$ cat src/include/pm_regs.svh
`ifndef PM_REGS_SVH
`define PM_REGS_SVH

// two-bit sub-state hint codes
`define PM_HINT_C1        2'h0
`define PM_HINT_C2        2'h1
`define PM_HINT_C3        2'h2
`define PM_HINT_DEEPEST   2'h3

// hint reset values for the two level-read registers
`define PM_HINT_TWO_RST   2'h1
`define PM_HINT_THREE_RST 2'h2

// hint write select
`define PM_HINT_SEL_TWO   1'b0
`define PM_HINT_SEL_THREE 1'b1

// chipset level-read request level
`define PM_LEVEL_TWO      1'b0
`define PM_LEVEL_THREE    1'b1

// synchroniser depth
`define PM_SYNC_STAGES    2

`endif

$ cat src/include/pm_types_pkg.sv
`include "pm_regs.svh"

package pm_types_pkg;

    typedef enum logic [2:0] {
        CORE_C0,
        CORE_C1_HALT,
        CORE_C1_WAIT,
        CORE_C2,
        CORE_C3
    } core_state_t;

    typedef enum logic [2:0] {
        PKG_NORMAL,
        PKG_STOP_GRANT,
        PKG_STOP_GRANT_SNOOP,
        PKG_SLEEP,
        PKG_DEEP_SLEEP
    } pkg_state_t;

    // hint code to the low-power state it asks for; the spare code maps to the deepest
    function automatic core_state_t hint_to_state(input logic [1:0] hint);
        core_state_t s;
        s = CORE_C3;
        case (hint)
            `PM_HINT_C1: s = CORE_C1_WAIT;
            `PM_HINT_C2: s = CORE_C2;
            default:     s = CORE_C3;
        endcase
        return s;
    endfunction : hint_to_state

    // c1 halt and c1 wait count as one class for package resolution
    function automatic logic is_active_class(input core_state_t s);
        return (s == CORE_C0) || (s == CORE_C1_HALT) || (s == CORE_C1_WAIT);
    endfunction : is_active_class

endpackage : pm_types_pkg

$ cat src/core/core_cstate_tracker.sv
`timescale 1ns/1ps

module core_cstate_tracker
    import pm_types_pkg::*;
(
    // clock and reset
    input  wire logic        clk,
    input  wire logic        rst,
    // instruction requests
    input  wire logic        halt_req,
    input  wire logic        monitor_wait_req,
    input  wire logic [1:0]  monitor_wait_hint,
    input  wire logic        monitor_armed,
    input  wire logic        monitor_event,
    // level-read requests and their hints
    input  wire logic        level_read_req,
    input  wire logic        level_read_sel,
    input  wire logic [1:0]  hint_two,
    input  wire logic [1:0]  hint_three,
    // wake and stop clock
    input  wire logic        break_event,
    input  wire logic        stop_clock_active,
    // state out
    output core_state_t      state_q,
    output logic             stop_grant_ack_q
);

    logic       acked_q;
    logic [1:0] level_hint;

    assign level_hint = (level_read_sel == `PM_HINT_SEL_THREE) ? hint_three : hint_two;

    always_ff @(posedge clk or posedge rst) begin
        if (rst) begin
            state_q <= CORE_C0;
        end else if (state_q != CORE_C0) begin
            // wake has priority over any pending request
            if (break_event) begin
                state_q <= CORE_C0;
            end else if (monitor_event && state_q != CORE_C1_HALT) begin
                state_q <= CORE_C0;
            end
        end else if (level_read_req) begin
            // translated to a wait request; no monitor needed, no bus cycle made
            state_q <= hint_to_state(level_hint);
        end else if (monitor_wait_req && monitor_armed) begin
            state_q <= hint_to_state(monitor_wait_hint);
        end else if (halt_req) begin
            state_q <= CORE_C1_HALT;
        end
    end

    // one acknowledge per stop clock assertion and per stay in C2 or C3; a wake to C0 re-arms it
    always_ff @(posedge clk or posedge rst) begin
        if (rst) begin
            acked_q          <= 1'b0;
            stop_grant_ack_q <= 1'b0;
        end else begin
            stop_grant_ack_q <= 1'b0;
            if (!stop_clock_active || state_q == CORE_C0) begin
                acked_q <= 1'b0;
            end else if (!acked_q && (state_q == CORE_C2 || state_q == CORE_C3)) begin
                acked_q          <= 1'b1;
                stop_grant_ack_q <= 1'b1;
            end
        end
    end

endmodule : core_cstate_tracker

$ cat src/core/package_state_resolver.sv
`timescale 1ns/1ps

module package_state_resolver
    import pm_types_pkg::*;
(
    // clock and reset
    input  wire logic   clk,
    input  wire logic   rst,
    // core states
    input  core_state_t core0_state,
    input  core_state_t core1_state,
    input  wire logic   dual_core,
    // resolved target
    output pkg_state_t  resolved_q
);

    function automatic pkg_state_t resolve(input core_state_t a, input core_state_t b,
                                           input logic dual);
        pkg_state_t r;
        r = PKG_NORMAL;
        if (!dual) begin
            if (a == CORE_C2)
                r = PKG_STOP_GRANT;
            else if (a == CORE_C3)
                r = PKG_DEEP_SLEEP;
        end else if (is_active_class(a) || is_active_class(b)) begin
            r = PKG_NORMAL;
        end else if (a == CORE_C3 && b == CORE_C3) begin
            r = PKG_DEEP_SLEEP;
        end else begin
            r = PKG_STOP_GRANT;
        end
        return r;
    endfunction : resolve

    // recomputed every clock, so any core change shows one clock later
    always_ff @(posedge clk or posedge rst) begin
        if (rst)
            resolved_q <= PKG_NORMAL;
        else
            resolved_q <= resolve(core0_state, core1_state, dual_core);
    end

endmodule : package_state_resolver

$ cat src/core/dual_core_power_state_coordinator.sv
`timescale 1ns/1ps

module dual_core_power_state_coordinator
    import pm_types_pkg::*;
#(
    parameter int NUM_CORES = 2
)(
    // clock and reset
    input  wire logic        clk,
    input  wire logic        rst,
    // pins from the chipset, asynchronous
    input  wire logic        stop_clock_request_n,
    input  wire logic        sleep_request_n,
    input  wire logic        deep_sleep_request_n,
    input  wire logic        bus_snoop_n,
    input  wire logic        smi_n,
    input  wire logic        init_n,
    input  wire logic [1:0]  local_int,
    input  wire logic        core1_disable_strap,
    // bus interrupt messages, from bus logic on clk
    input  wire logic [1:0]  bus_interrupt_msg,
    // per-core instruction requests, on clk
    input  wire logic [1:0]  halt_req,
    input  wire logic [1:0]  monitor_wait_req,
    input  wire logic [3:0]  monitor_wait_hint,
    input  wire logic [1:0]  monitor_armed,
    input  wire logic [1:0]  monitor_event,
    // per-core level-read requests, on clk
    input  wire logic [1:0]  level_read_request,
    input  wire logic [1:0]  level_read_sel,
    // hint register write port, on clk
    input  wire logic        hint_wr_en,
    input  wire logic        hint_wr_sel,
    input  wire logic [1:0]  hint_wr_data,
    // chipset request
    output logic             chipset_level_req_q,
    output logic             chipset_level_sel_q,
    output logic [1:0]       stop_grant_ack_q,
    output logic             pending_break_event_n,
    // status
    output core_state_t      core0_state_q,
    output core_state_t      core1_state_q,
    output pkg_state_t       pkg_state_q,
    output logic [1:0]       hint_two_q,
    output logic [1:0]       hint_three_q
);

    localparam int PIN_W = 9;

    if (NUM_CORES != 2) begin : g_core_count_check
        $error("coordinator serves exactly two cores");
    end

    // pin synchroniser; first stage is read only by the second
    logic [PIN_W-1:0] pin_raw;
    logic [PIN_W-1:0] pin_meta_q;
    logic [PIN_W-1:0] pin_sync_q;

    assign pin_raw = {core1_disable_strap, local_int, init_n, smi_n, bus_snoop_n,
                      deep_sleep_request_n, sleep_request_n, stop_clock_request_n};

    always_ff @(posedge clk or posedge rst) begin
        if (rst) begin
            // active-low pins park high, local interrupts low: no false wake after reset
            pin_meta_q <= 9'h03f;
            pin_sync_q <= 9'h03f;
        end else begin
            pin_meta_q <= pin_raw;
            pin_sync_q <= pin_meta_q;
        end
    end

    // active-low pins are asserted when low
    logic       stop_clk;
    logic       sleep_req;
    logic       deep_req;
    logic       snoop;
    logic       pin_break;
    logic       strap_sync;

    assign stop_clk   = ~pin_sync_q[0];
    assign sleep_req  = ~pin_sync_q[1];
    assign deep_req   = ~pin_sync_q[2];
    assign snoop      = ~pin_sync_q[3];
    assign pin_break  = ~pin_sync_q[4] | ~pin_sync_q[5] | (|pin_sync_q[7:6]);
    assign strap_sync = pin_sync_q[8];

    // strap caught once the synchroniser has filled after reset release;
    // earlier edges would only see its parked reset value
    logic [1:0] strap_wait_q;
    logic       dual_core_q;

    always_ff @(posedge clk or posedge rst) begin
        if (rst) begin
            strap_wait_q <= 2'h0;
            dual_core_q  <= 1'b1;
        end else if (strap_wait_q != 2'h3) begin
            strap_wait_q <= strap_wait_q + 2'h1;
            dual_core_q  <= ~strap_sync;
        end
    end

    // level-read hint register, one hint per level-read register
    always_ff @(posedge clk or posedge rst) begin
        if (rst) begin
            hint_two_q   <= `PM_HINT_TWO_RST;
            hint_three_q <= `PM_HINT_THREE_RST;
        end else if (hint_wr_en) begin
            if (hint_wr_sel == `PM_HINT_SEL_THREE)
                hint_three_q <= hint_wr_data;
            else
                hint_two_q <= hint_wr_data;
        end
    end

    // break events per core: shared pins plus the core's own bus message
    logic [1:0] core_break;

    assign core_break[0] = pin_break | bus_interrupt_msg[0];
    assign core_break[1] = (pin_break | bus_interrupt_msg[1]) & dual_core_q;

    // a disabled core gets no requests and stays in C0
    logic [1:0] core_en;

    assign core_en = {dual_core_q, 1'b1};

    core_state_t core_state [2];
    logic [1:0]  ack_pulse;

    core_cstate_tracker u_core0 (
        .clk               (clk),
        .rst               (rst),
        .halt_req          (halt_req[0]),
        .monitor_wait_req  (monitor_wait_req[0]),
        .monitor_wait_hint (monitor_wait_hint[1:0]),
        .monitor_armed     (monitor_armed[0]),
        .monitor_event     (monitor_event[0]),
        .level_read_req    (level_read_request[0]),
        .level_read_sel    (level_read_sel[0]),
        .hint_two          (hint_two_q),
        .hint_three        (hint_three_q),
        .break_event       (core_break[0]),
        .stop_clock_active (stop_clk),
        .state_q           (core_state[0]),
        .stop_grant_ack_q  (ack_pulse[0])
    );

    core_cstate_tracker u_core1 (
        .clk               (clk),
        .rst               (rst),
        .halt_req          (halt_req[1] & core_en[1]),
        .monitor_wait_req  (monitor_wait_req[1] & core_en[1]),
        .monitor_wait_hint (monitor_wait_hint[3:2]),
        .monitor_armed     (monitor_armed[1]),
        .monitor_event     (monitor_event[1]),
        .level_read_req    (level_read_request[1] & core_en[1]),
        .level_read_sel    (level_read_sel[1]),
        .hint_two          (hint_two_q),
        .hint_three        (hint_three_q),
        .break_event       (core_break[1] | ~core_en[1]),
        .stop_clock_active (stop_clk),
        .state_q           (core_state[1]),
        .stop_grant_ack_q  (ack_pulse[1])
    );

    assign stop_grant_ack_q = ack_pulse;
    assign core0_state_q    = core_state[0];
    assign core1_state_q    = core_state[1];

    // resolved package target
    pkg_state_t resolved;
    pkg_state_t resolved_prev_q;

    package_state_resolver u_resolve (
        .clk         (clk),
        .rst         (rst),
        .core0_state (core_state[0]),
        .core1_state (core_state[1]),
        .dual_core   (dual_core_q),
        .resolved_q  (resolved)
    );

    // one chipset request per change into a low-power target
    always_ff @(posedge clk or posedge rst) begin
        if (rst) begin
            resolved_prev_q     <= PKG_NORMAL;
            chipset_level_req_q <= 1'b0;
            chipset_level_sel_q <= `PM_LEVEL_TWO;
        end else begin
            resolved_prev_q     <= resolved;
            chipset_level_req_q <= 1'b0;
            if (resolved != resolved_prev_q) begin
                if (resolved == PKG_STOP_GRANT) begin
                    chipset_level_req_q <= 1'b1;
                    chipset_level_sel_q <= `PM_LEVEL_TWO;
                end else if (resolved == PKG_DEEP_SLEEP) begin
                    chipset_level_req_q <= 1'b1;
                    chipset_level_sel_q <= `PM_LEVEL_THREE;
                end
            end
        end
    end

    // package state machine, walked by the chipset pins
    pkg_state_t pkg_d;

    always_comb begin
        pkg_d = pkg_state_q;
        unique case (pkg_state_q)
            PKG_NORMAL: begin
                if (stop_clk)
                    pkg_d = PKG_STOP_GRANT;
            end
            PKG_STOP_GRANT: begin
                if (!stop_clk)
                    pkg_d = PKG_NORMAL;
                else if (sleep_req)
                    pkg_d = PKG_SLEEP;
                else if (snoop)
                    pkg_d = PKG_STOP_GRANT_SNOOP;
            end
            PKG_STOP_GRANT_SNOOP: begin
                // back once the snoop is serviced
                if (!snoop)
                    pkg_d = PKG_STOP_GRANT;
            end
            PKG_SLEEP: begin
                // snoops are not answered here; only the sleep pins move it
                if (deep_req)
                    pkg_d = PKG_DEEP_SLEEP;
                else if (!sleep_req)
                    pkg_d = PKG_STOP_GRANT;
            end
            PKG_DEEP_SLEEP: begin
                if (!deep_req)
                    pkg_d = PKG_SLEEP;
            end
            default: pkg_d = PKG_NORMAL;
        endcase
    end

    always_ff @(posedge clk or posedge rst) begin
        if (rst)
            pkg_state_q <= PKG_NORMAL;
        else
            pkg_state_q <= pkg_d;
    end

    // pending break event: any core break while stop clock is asserted
    always_ff @(posedge clk or posedge rst) begin
        if (rst)
            pending_break_event_n <= 1'b1;
        else
            pending_break_event_n <= ~(stop_clk & (|core_break));
    end

endmodule : dual_core_power_state_coordinator

$ cat config.mk
export PLATFORM = sky130hd
export DESIGN_NAME = dual_core_power_state_coordinator
export DESIGN_NICKNAME = d
export VERILOG_FILES = /design/src/include/pm_types_pkg.sv /design/src/core/core_cstate_tracker.sv /design/src/core/package_state_resolver.sv /design/src/core/dual_core_power_state_coordinator.sv
export VERILOG_INCLUDE_DIRS = /design/src /design/src/include
export SDC_FILE = /design/constraint.sdc
export NUM_CORES = 1
export LEC_CHECK = 0
export ABC_AREA = 1
export BUFFER_PORTS_ARGS = -buffer_cell sky130_fd_sc_hd__buf_2
export CAP_MARGIN = 20
export CORE_MARGIN = 2
export CORE_UTILIZATION = 52
export CTS_CLUSTER_DIAMETER = 120
export DETAILED_ROUTE_END_ITERATION = 10
export HOLD_SLACK_MARGIN = 0.05
export PLACE_DENSITY = 0.79
export RECOVER_POWER = 25
export SYNTH_ARGS = -nofsm -noshare
export SYNTH_HDL_FRONTEND = slang
export SYNTH_SLANG_ARGS = --single-unit
$ cat constraint.sdc
create_clock -name clk -period 1.75 [get_ports clk]
set_input_delay 0.35 -clock clk [delete_from_list [all_inputs] [get_ports clk]]
set_output_delay 0.35 -clock clk [all_outputs]
set_load 0.1 [all_outputs]
# --- Yosys cells after proc, flatten, opt, wreduce, memory -nomap -nowiden ---
# Cells that the tools add are included.
# W data, S select, Z words.
totals:
  in_bits: 33
  wordCells: 150
  reg_bits: 47
  out_inout_bits: 18
op_classes:
  mux: 45
  n_bitwise: 17
  n_addsub: 1
  n_reduce_logical: 40
  n_eq_ne: 29
ops:
  columns: ["cell", "n"]
  rows:
  - ["$mux W3", 25]
  - ["$pmux W3 S2", 4]
  - ["$eq A3 B2 Y1 const B", 6]
  - ["$pmux W3 S5", 1]
  - ["$mux W1", 13]
  - ["$eq A3 B1 Y1 const B", 4]
  - ["$eq A3 B3 Y1 const B", 4]
  - ["$reduce_and A2 Y1", 5]
  - ["$logic_not A3 Y1", 3]
  - ["$logic_or A1 B1 Y1", 9]
  - ["$eq A2 B1 Y1 const B", 4]
  - ["$logic_not A2 Y1", 4]
  - ["$ne A2 B2 Y1 const B", 4]
  - ["$reduce_bool A4 Y1", 2]
  - ["$logic_and A1 B1 Y1", 7]
  - ["$not A1 Y1", 7]
  - ["$ne A3 B1 Y1 const B", 2]
  - ["$ne A3 B2 Y1 const B", 2]
  - ["$reduce_bool A2 Y1", 3]
  - ["$reduce_bool A3 Y1", 2]
  - ["$and A1 B1 Y1", 5]
  - ["$or A1 B1 Y1", 5]
  - ["$reduce_and A5 Y1", 1]
  - ["$mux W2", 2]
  - ["other kinds (6)", 8]

# --- Depth between registers and ports, before layout ---
depth:
  ltp_word: 8
  mapped_depth: 9
  depth_no_buf: 9

# --- By module ---
# Synthesis repeated with hierarchy kept, for this count alone.
hier_totals:
  hier_cells: 259
  hier_area_um2: 2132.0
modules_own_cells:
  columns: ["mod", "seq_area_each_um2", "area_per_inst_um2", "cells_per_inst", "instances"]
  rows:
  - ["dual_core_power_state_coordinator", 870.8, 1305.0, 127, 1]
  - ["core_cstate_tracker", 125.1, 344.1, 55, 2]
  - ["package_state_resolver", 50.0, 138.9, 22, 1]

# --- Worst setup path after synthesis ---
# No wires, ideal clock.
synth_path:
  path_kind: "register -> register"
  from: "register u_core1.state_q[2]"
  to: "register u_core1.state_q[0]"
  synth_period_minus_slack_ps: 1715
  slack_ps: 35
  arrival_time_ps: 1595
  setup_ps: 120
  stages_incl_launch_ff: 8
  required_ps: 1630
  n_path_buf: 0
  path_cell_list: "dfrtp_1 -> inv_1 -> nand2_2 -> inv_2 -> nand4_1 -> nand2_1 -> nand2_1 -> nand2_1"
synth_between:
  elab_chain_len: 4
  elab_cells_between_ends: 7
  cone_classes: "eq/ne: 2; mux: 1; reduce/logical: 4"
synth_rtl:
  columns: ["element", "line_no", "rtl"]
  rows:
  - ["from (decl)", "core_cstate_tracker.sv:24", "output core_state_t state_q,"]
  - ["from (signal assigned)", "core_cstate_tracker.sv:45", "state_q <= hint_to_state(level_hint);"]
  - ["from (signal assigned)", "core_cstate_tracker.sv:47", "state_q <= hint_to_state(monitor_wait_hint);"]
  - ["$ne A3 B1 Y1", "core_cstate_tracker.sv:40", "end else if (monitor_event && state_q != CORE_C1_HALT) begin"]
  - ["$logic_and A1 B1 Y1", "core_cstate_tracker.sv:40", null]
  - ["$ne A3 B2 Y1 (no source line)", null, null]
  - ["$reduce_and A2 Y1 (no source line)", null, null]
# Parallel ways exist; a longest one is shown, timed or not.
# A chain may end at the register's enable or synchronous reset.

# --- Worst setup path in the final report ---
layout_path:
  from: "register hint_three_q[1]"
  to: "output hint_three_q[1]"
layout_lines:
  columns: ["element", "line_no", "rtl"]
  rows:
  - ["from (decl)", "dual_core_power_state_coordinator.sv:45", "output logic [1:0] hint_three_q"]
  - ["from (signal assigned)", "dual_core_power_state_coordinator.sv:107", "hint_three_q <= `PM_HINT_THREE_RST;"]
  - ["from (signal assigned)", "dual_core_power_state_coordinator.sv:110", "hint_three_q <= hint_wr_data;"]
# No word-level cell between the ends.

==> run summary <==
Pwr Total - 3.58 mW
Post-Synthesis Net Count - 265
Sw Pwr - 1.75 mW
final wirelength - 3500 microns
Pint - 1.83 mW
TritonCTS buffer count - 5
overflow left after global routing - 0
num ports - 51
CTS tree - done
drt initial violations - 49
RD Place Congestion - 0.865
vias in the first global route - 1,462
Nets - 321
hold_ws - 60.2 ps
CP endpoint kind - output port
PortBufs - 50
H-tree lvl count - 2
worst vdd ir - 0.000731 V
row count - 22
register bit total from synthesis - 45
initial antenna violation count - 0
Synth Area in Adders - 1.26%
Net Sw Frac - 49.0%
Largest stage delay, worst path - 560 ps
Post-CTS Setup Bufs - 0
Leak - 1.28 nW
fin crit share - 92.9%
post-CTS sizing - 0
via/cell ratio - 4.82
Pre-Repair DR Iteration Count - 4
post-synthesis sequential area ratio - 57.9%
Mean Syn Cell Area - 8.61 sq um
post-synthesis xor/xnor area fraction - 1.33%
PD cells - 1510 nW/um^2
worst path cell trace - buf_2
Synth Area in Compound Gates - 5.31%
DRC viols - 0
unrepaired setup endpoints after global routing - false
Final ANT Viol Nets - 0
WP data arrival - 1280 ps
Worst-Margin Slew - 651 ps
initial core utilization - 54.1%
critical path fanouts, max - 4
final count of pins violating max slew - 0
first-pass GRT wire length - 5870 microns
synth unique cells - 23
Inserted Diodes - 0
post-route setup TNS - 0 ps
status - completed
Tmin final - 1630 ps
die area - 4320 sq um
fin util - 65.0%
layout cell share with drive strength beyond 1 - 28.6%
Worst setup SP type - flop
Final Hold Fails - 0
clock sink count - 45
most frequent cells in the layout - 79 x nand2_1, 50 x buf_2, 29 x inv_1, 29 x dfrtp_1, 20 x nor2_1
Clk pin slew, worst setup/hold paths - 80 ps
DP HPWL - 2770 microns
Slew headroom - 56.3%
fmax - 615 MHz
WL/cell - 10.4 microns
Global Route Usage Sum - 17.9%
family with the most delay on the worst path - flip-flops
Die Span Y - 65.7 microns
Slowest-stage cell, CP - dfstp_2
max-cap violation count - 0
Synth Cell Area - 1980 sq um
Synth Instances - 230
Syn. warnings - 0
DR vias - 1,615
r2r setup slk - 480 ps
Simple-Gate Fraction of Synth Area - 26.6%
largest net degree at the start of global routing - 22
core area - 3660 sq um
Setup Crit Path Kind - reg2out
clock power share - 17.1%
Buf/Inv on CP - 1
most common cell after layout, fill and taps aside - nand2_1
clk buf depth - 2
Worst-Skew Late Latency - 290 ps
combinational share of power - 44.4%
Area growth syn-to-layout - 20.2%
hold_buf cts - 0
Die X - 65.7 microns
type of the tightest min-delay check - in2async
largest family of logic cells by synthesized area - simple AND/OR/NAND/NOR gates
sequential share of power - 38.6%
multiplexer share of the synthesized area - 0.569%
clock root cell - clkbuf_8
clk_skew - 3.46 ps
Worst EP required - 1400 ps
final setup fails - 0
==> cell families after synthesis <==
kind of cell,after synthesis
multiplexers,1
XOR/XNOR,3
buffers and inverters,34
AO/OA/AOI/OAI,20
adder cells (fa/ha/maj),2
flip-flops,45
AND/OR/NAND/NOR,125
==> path summary, 6_finish.rpt <==
path,endpoint,from,cells past startpoint
worst min-delay path,resolved_prev_q[2]$_DFF_PP0_,rst,2
worst max-delay path,hint_three_q[1],hint_three_q[1]$_DFFE_PP1P_,1
min in group clk,pin_meta_q[2]$_DFF_PP1_,deep_sleep_request_n,1
max in group asynchronous,pin_sync_q[5]$_DFF_PP1_,rst,3
worst min register to register,pin_sync_q[8]$_DFF_PP0_,pin_meta_q[8]$_DFF_PP0_,0
worst max register to register,u_core1.state_q[0]$_DFFE_PP0P_,dual_core_q$_DFFE_PP1P_,6
==> power groups by stage <==
| stage | Sequential [mW] | Clock [mW] | Combinational, mW |
|---|---|---|---|
| global placement | 1.39 | 0 | 1.58 |
| CTS | 1.38 | 0.629 | 1.60 |
| finish | 1.38 | 0.611 | 1.59 |
| floorplan | 2.11 | 0 | 0.599 |
| detailed placement | 1.40 | 0 | 1.60 |
| global route | 1.41 | 0.684 | 1.71 |
==> synthesized netlist by cell type <==
library cell,count,share of area (%)
inv_2,1,0.19
buf_4,3,1.1
inv_1,30,5.7
nor2_2,3,0.95
ha_1,2,1.3
nor3b_1,1,0.38
nand3_1,10,2.5
xnor2_1,3,1.3
nand4_1,5,1.6
dfrtp_1,29,37
nor2_1,20,3.8
o21ai_0,14,3.5
nand2_2,2,0.63
nor3_1,2,0.51
dfstp_2,16,21
nand2_1,79,15
mux2_2,1,0.57
o22ai_1,1,0.32
nand3b_1,2,0.76
a21oi_1,3,0.76
a21o_1,1,0.38
nor3_2,1,0.51
a31oi_1,1,0.32
==> per-layer routing <==
metal / up-vias / global-route usage, % / share of wire [%]
li1: 826 / - / -
met1: 747 / 21.3 / 43
met2: 35 / 30.2 / 50
met3: 7 / 4.79 / 5.7
met4: 0 / 8.33 / 1.9
met5: - / 0 / 0
==> metrics by stage <==
| stage | setup WS, ps | area, sq um | std cells |
|---|---|---|---|
| 2_1_floorplan | 35.3 | 1980 | 230 |
| 3_3_place_gp | 451 | 2290 | 327 |
| 3_5_place_dp | 438 | 2290 | 327 |
| 4_1_cts | 114 | 2380 | 335 |
| 5_1_grt | 95.7 | 2380 | 335 |
| 6_report | 124 | 2380 | 335 |
==> layout make-up <==
| class | count | area [sq um] |
|---|---|---|
| Fill cell | 315 | 1280 |
| Inverter | 31 | 116 |
| Clock inverter | 1 | 7.51 |
| Multi-Input combinational cell | 151 | 694 |
| Clock buffer | 7 | 76.3 |
| Sequential cell | 45 | 1150 |
| Tap cell | 48 | 60.1 |
| Timing Repair Buffer | 52 | 278 |
==> registers in the layout, indices dropped and copies added, names as in the netlist <==
name	flops
pin_meta_q	9
pin_sync_q	9
pkg_state_q	3
u_core0.state_q	3
u_core1.state_q	3
hint_three_q	2
hint_two_q	2
resolved_prev_q	2
strap_wait_q	2
u_resolve.resolved_q	2
chipset_level_req_q	1
chipset_level_sel_q	1
dual_core_q	1
pending_break_event_n	1
u_core0.acked_q	1
u_core0.stop_grant_ack_q	1
u_core1.acked_q	1
u_core1.stop_grant_ack_q	1
Note: power is estimated with default switching activity, not from simulation.
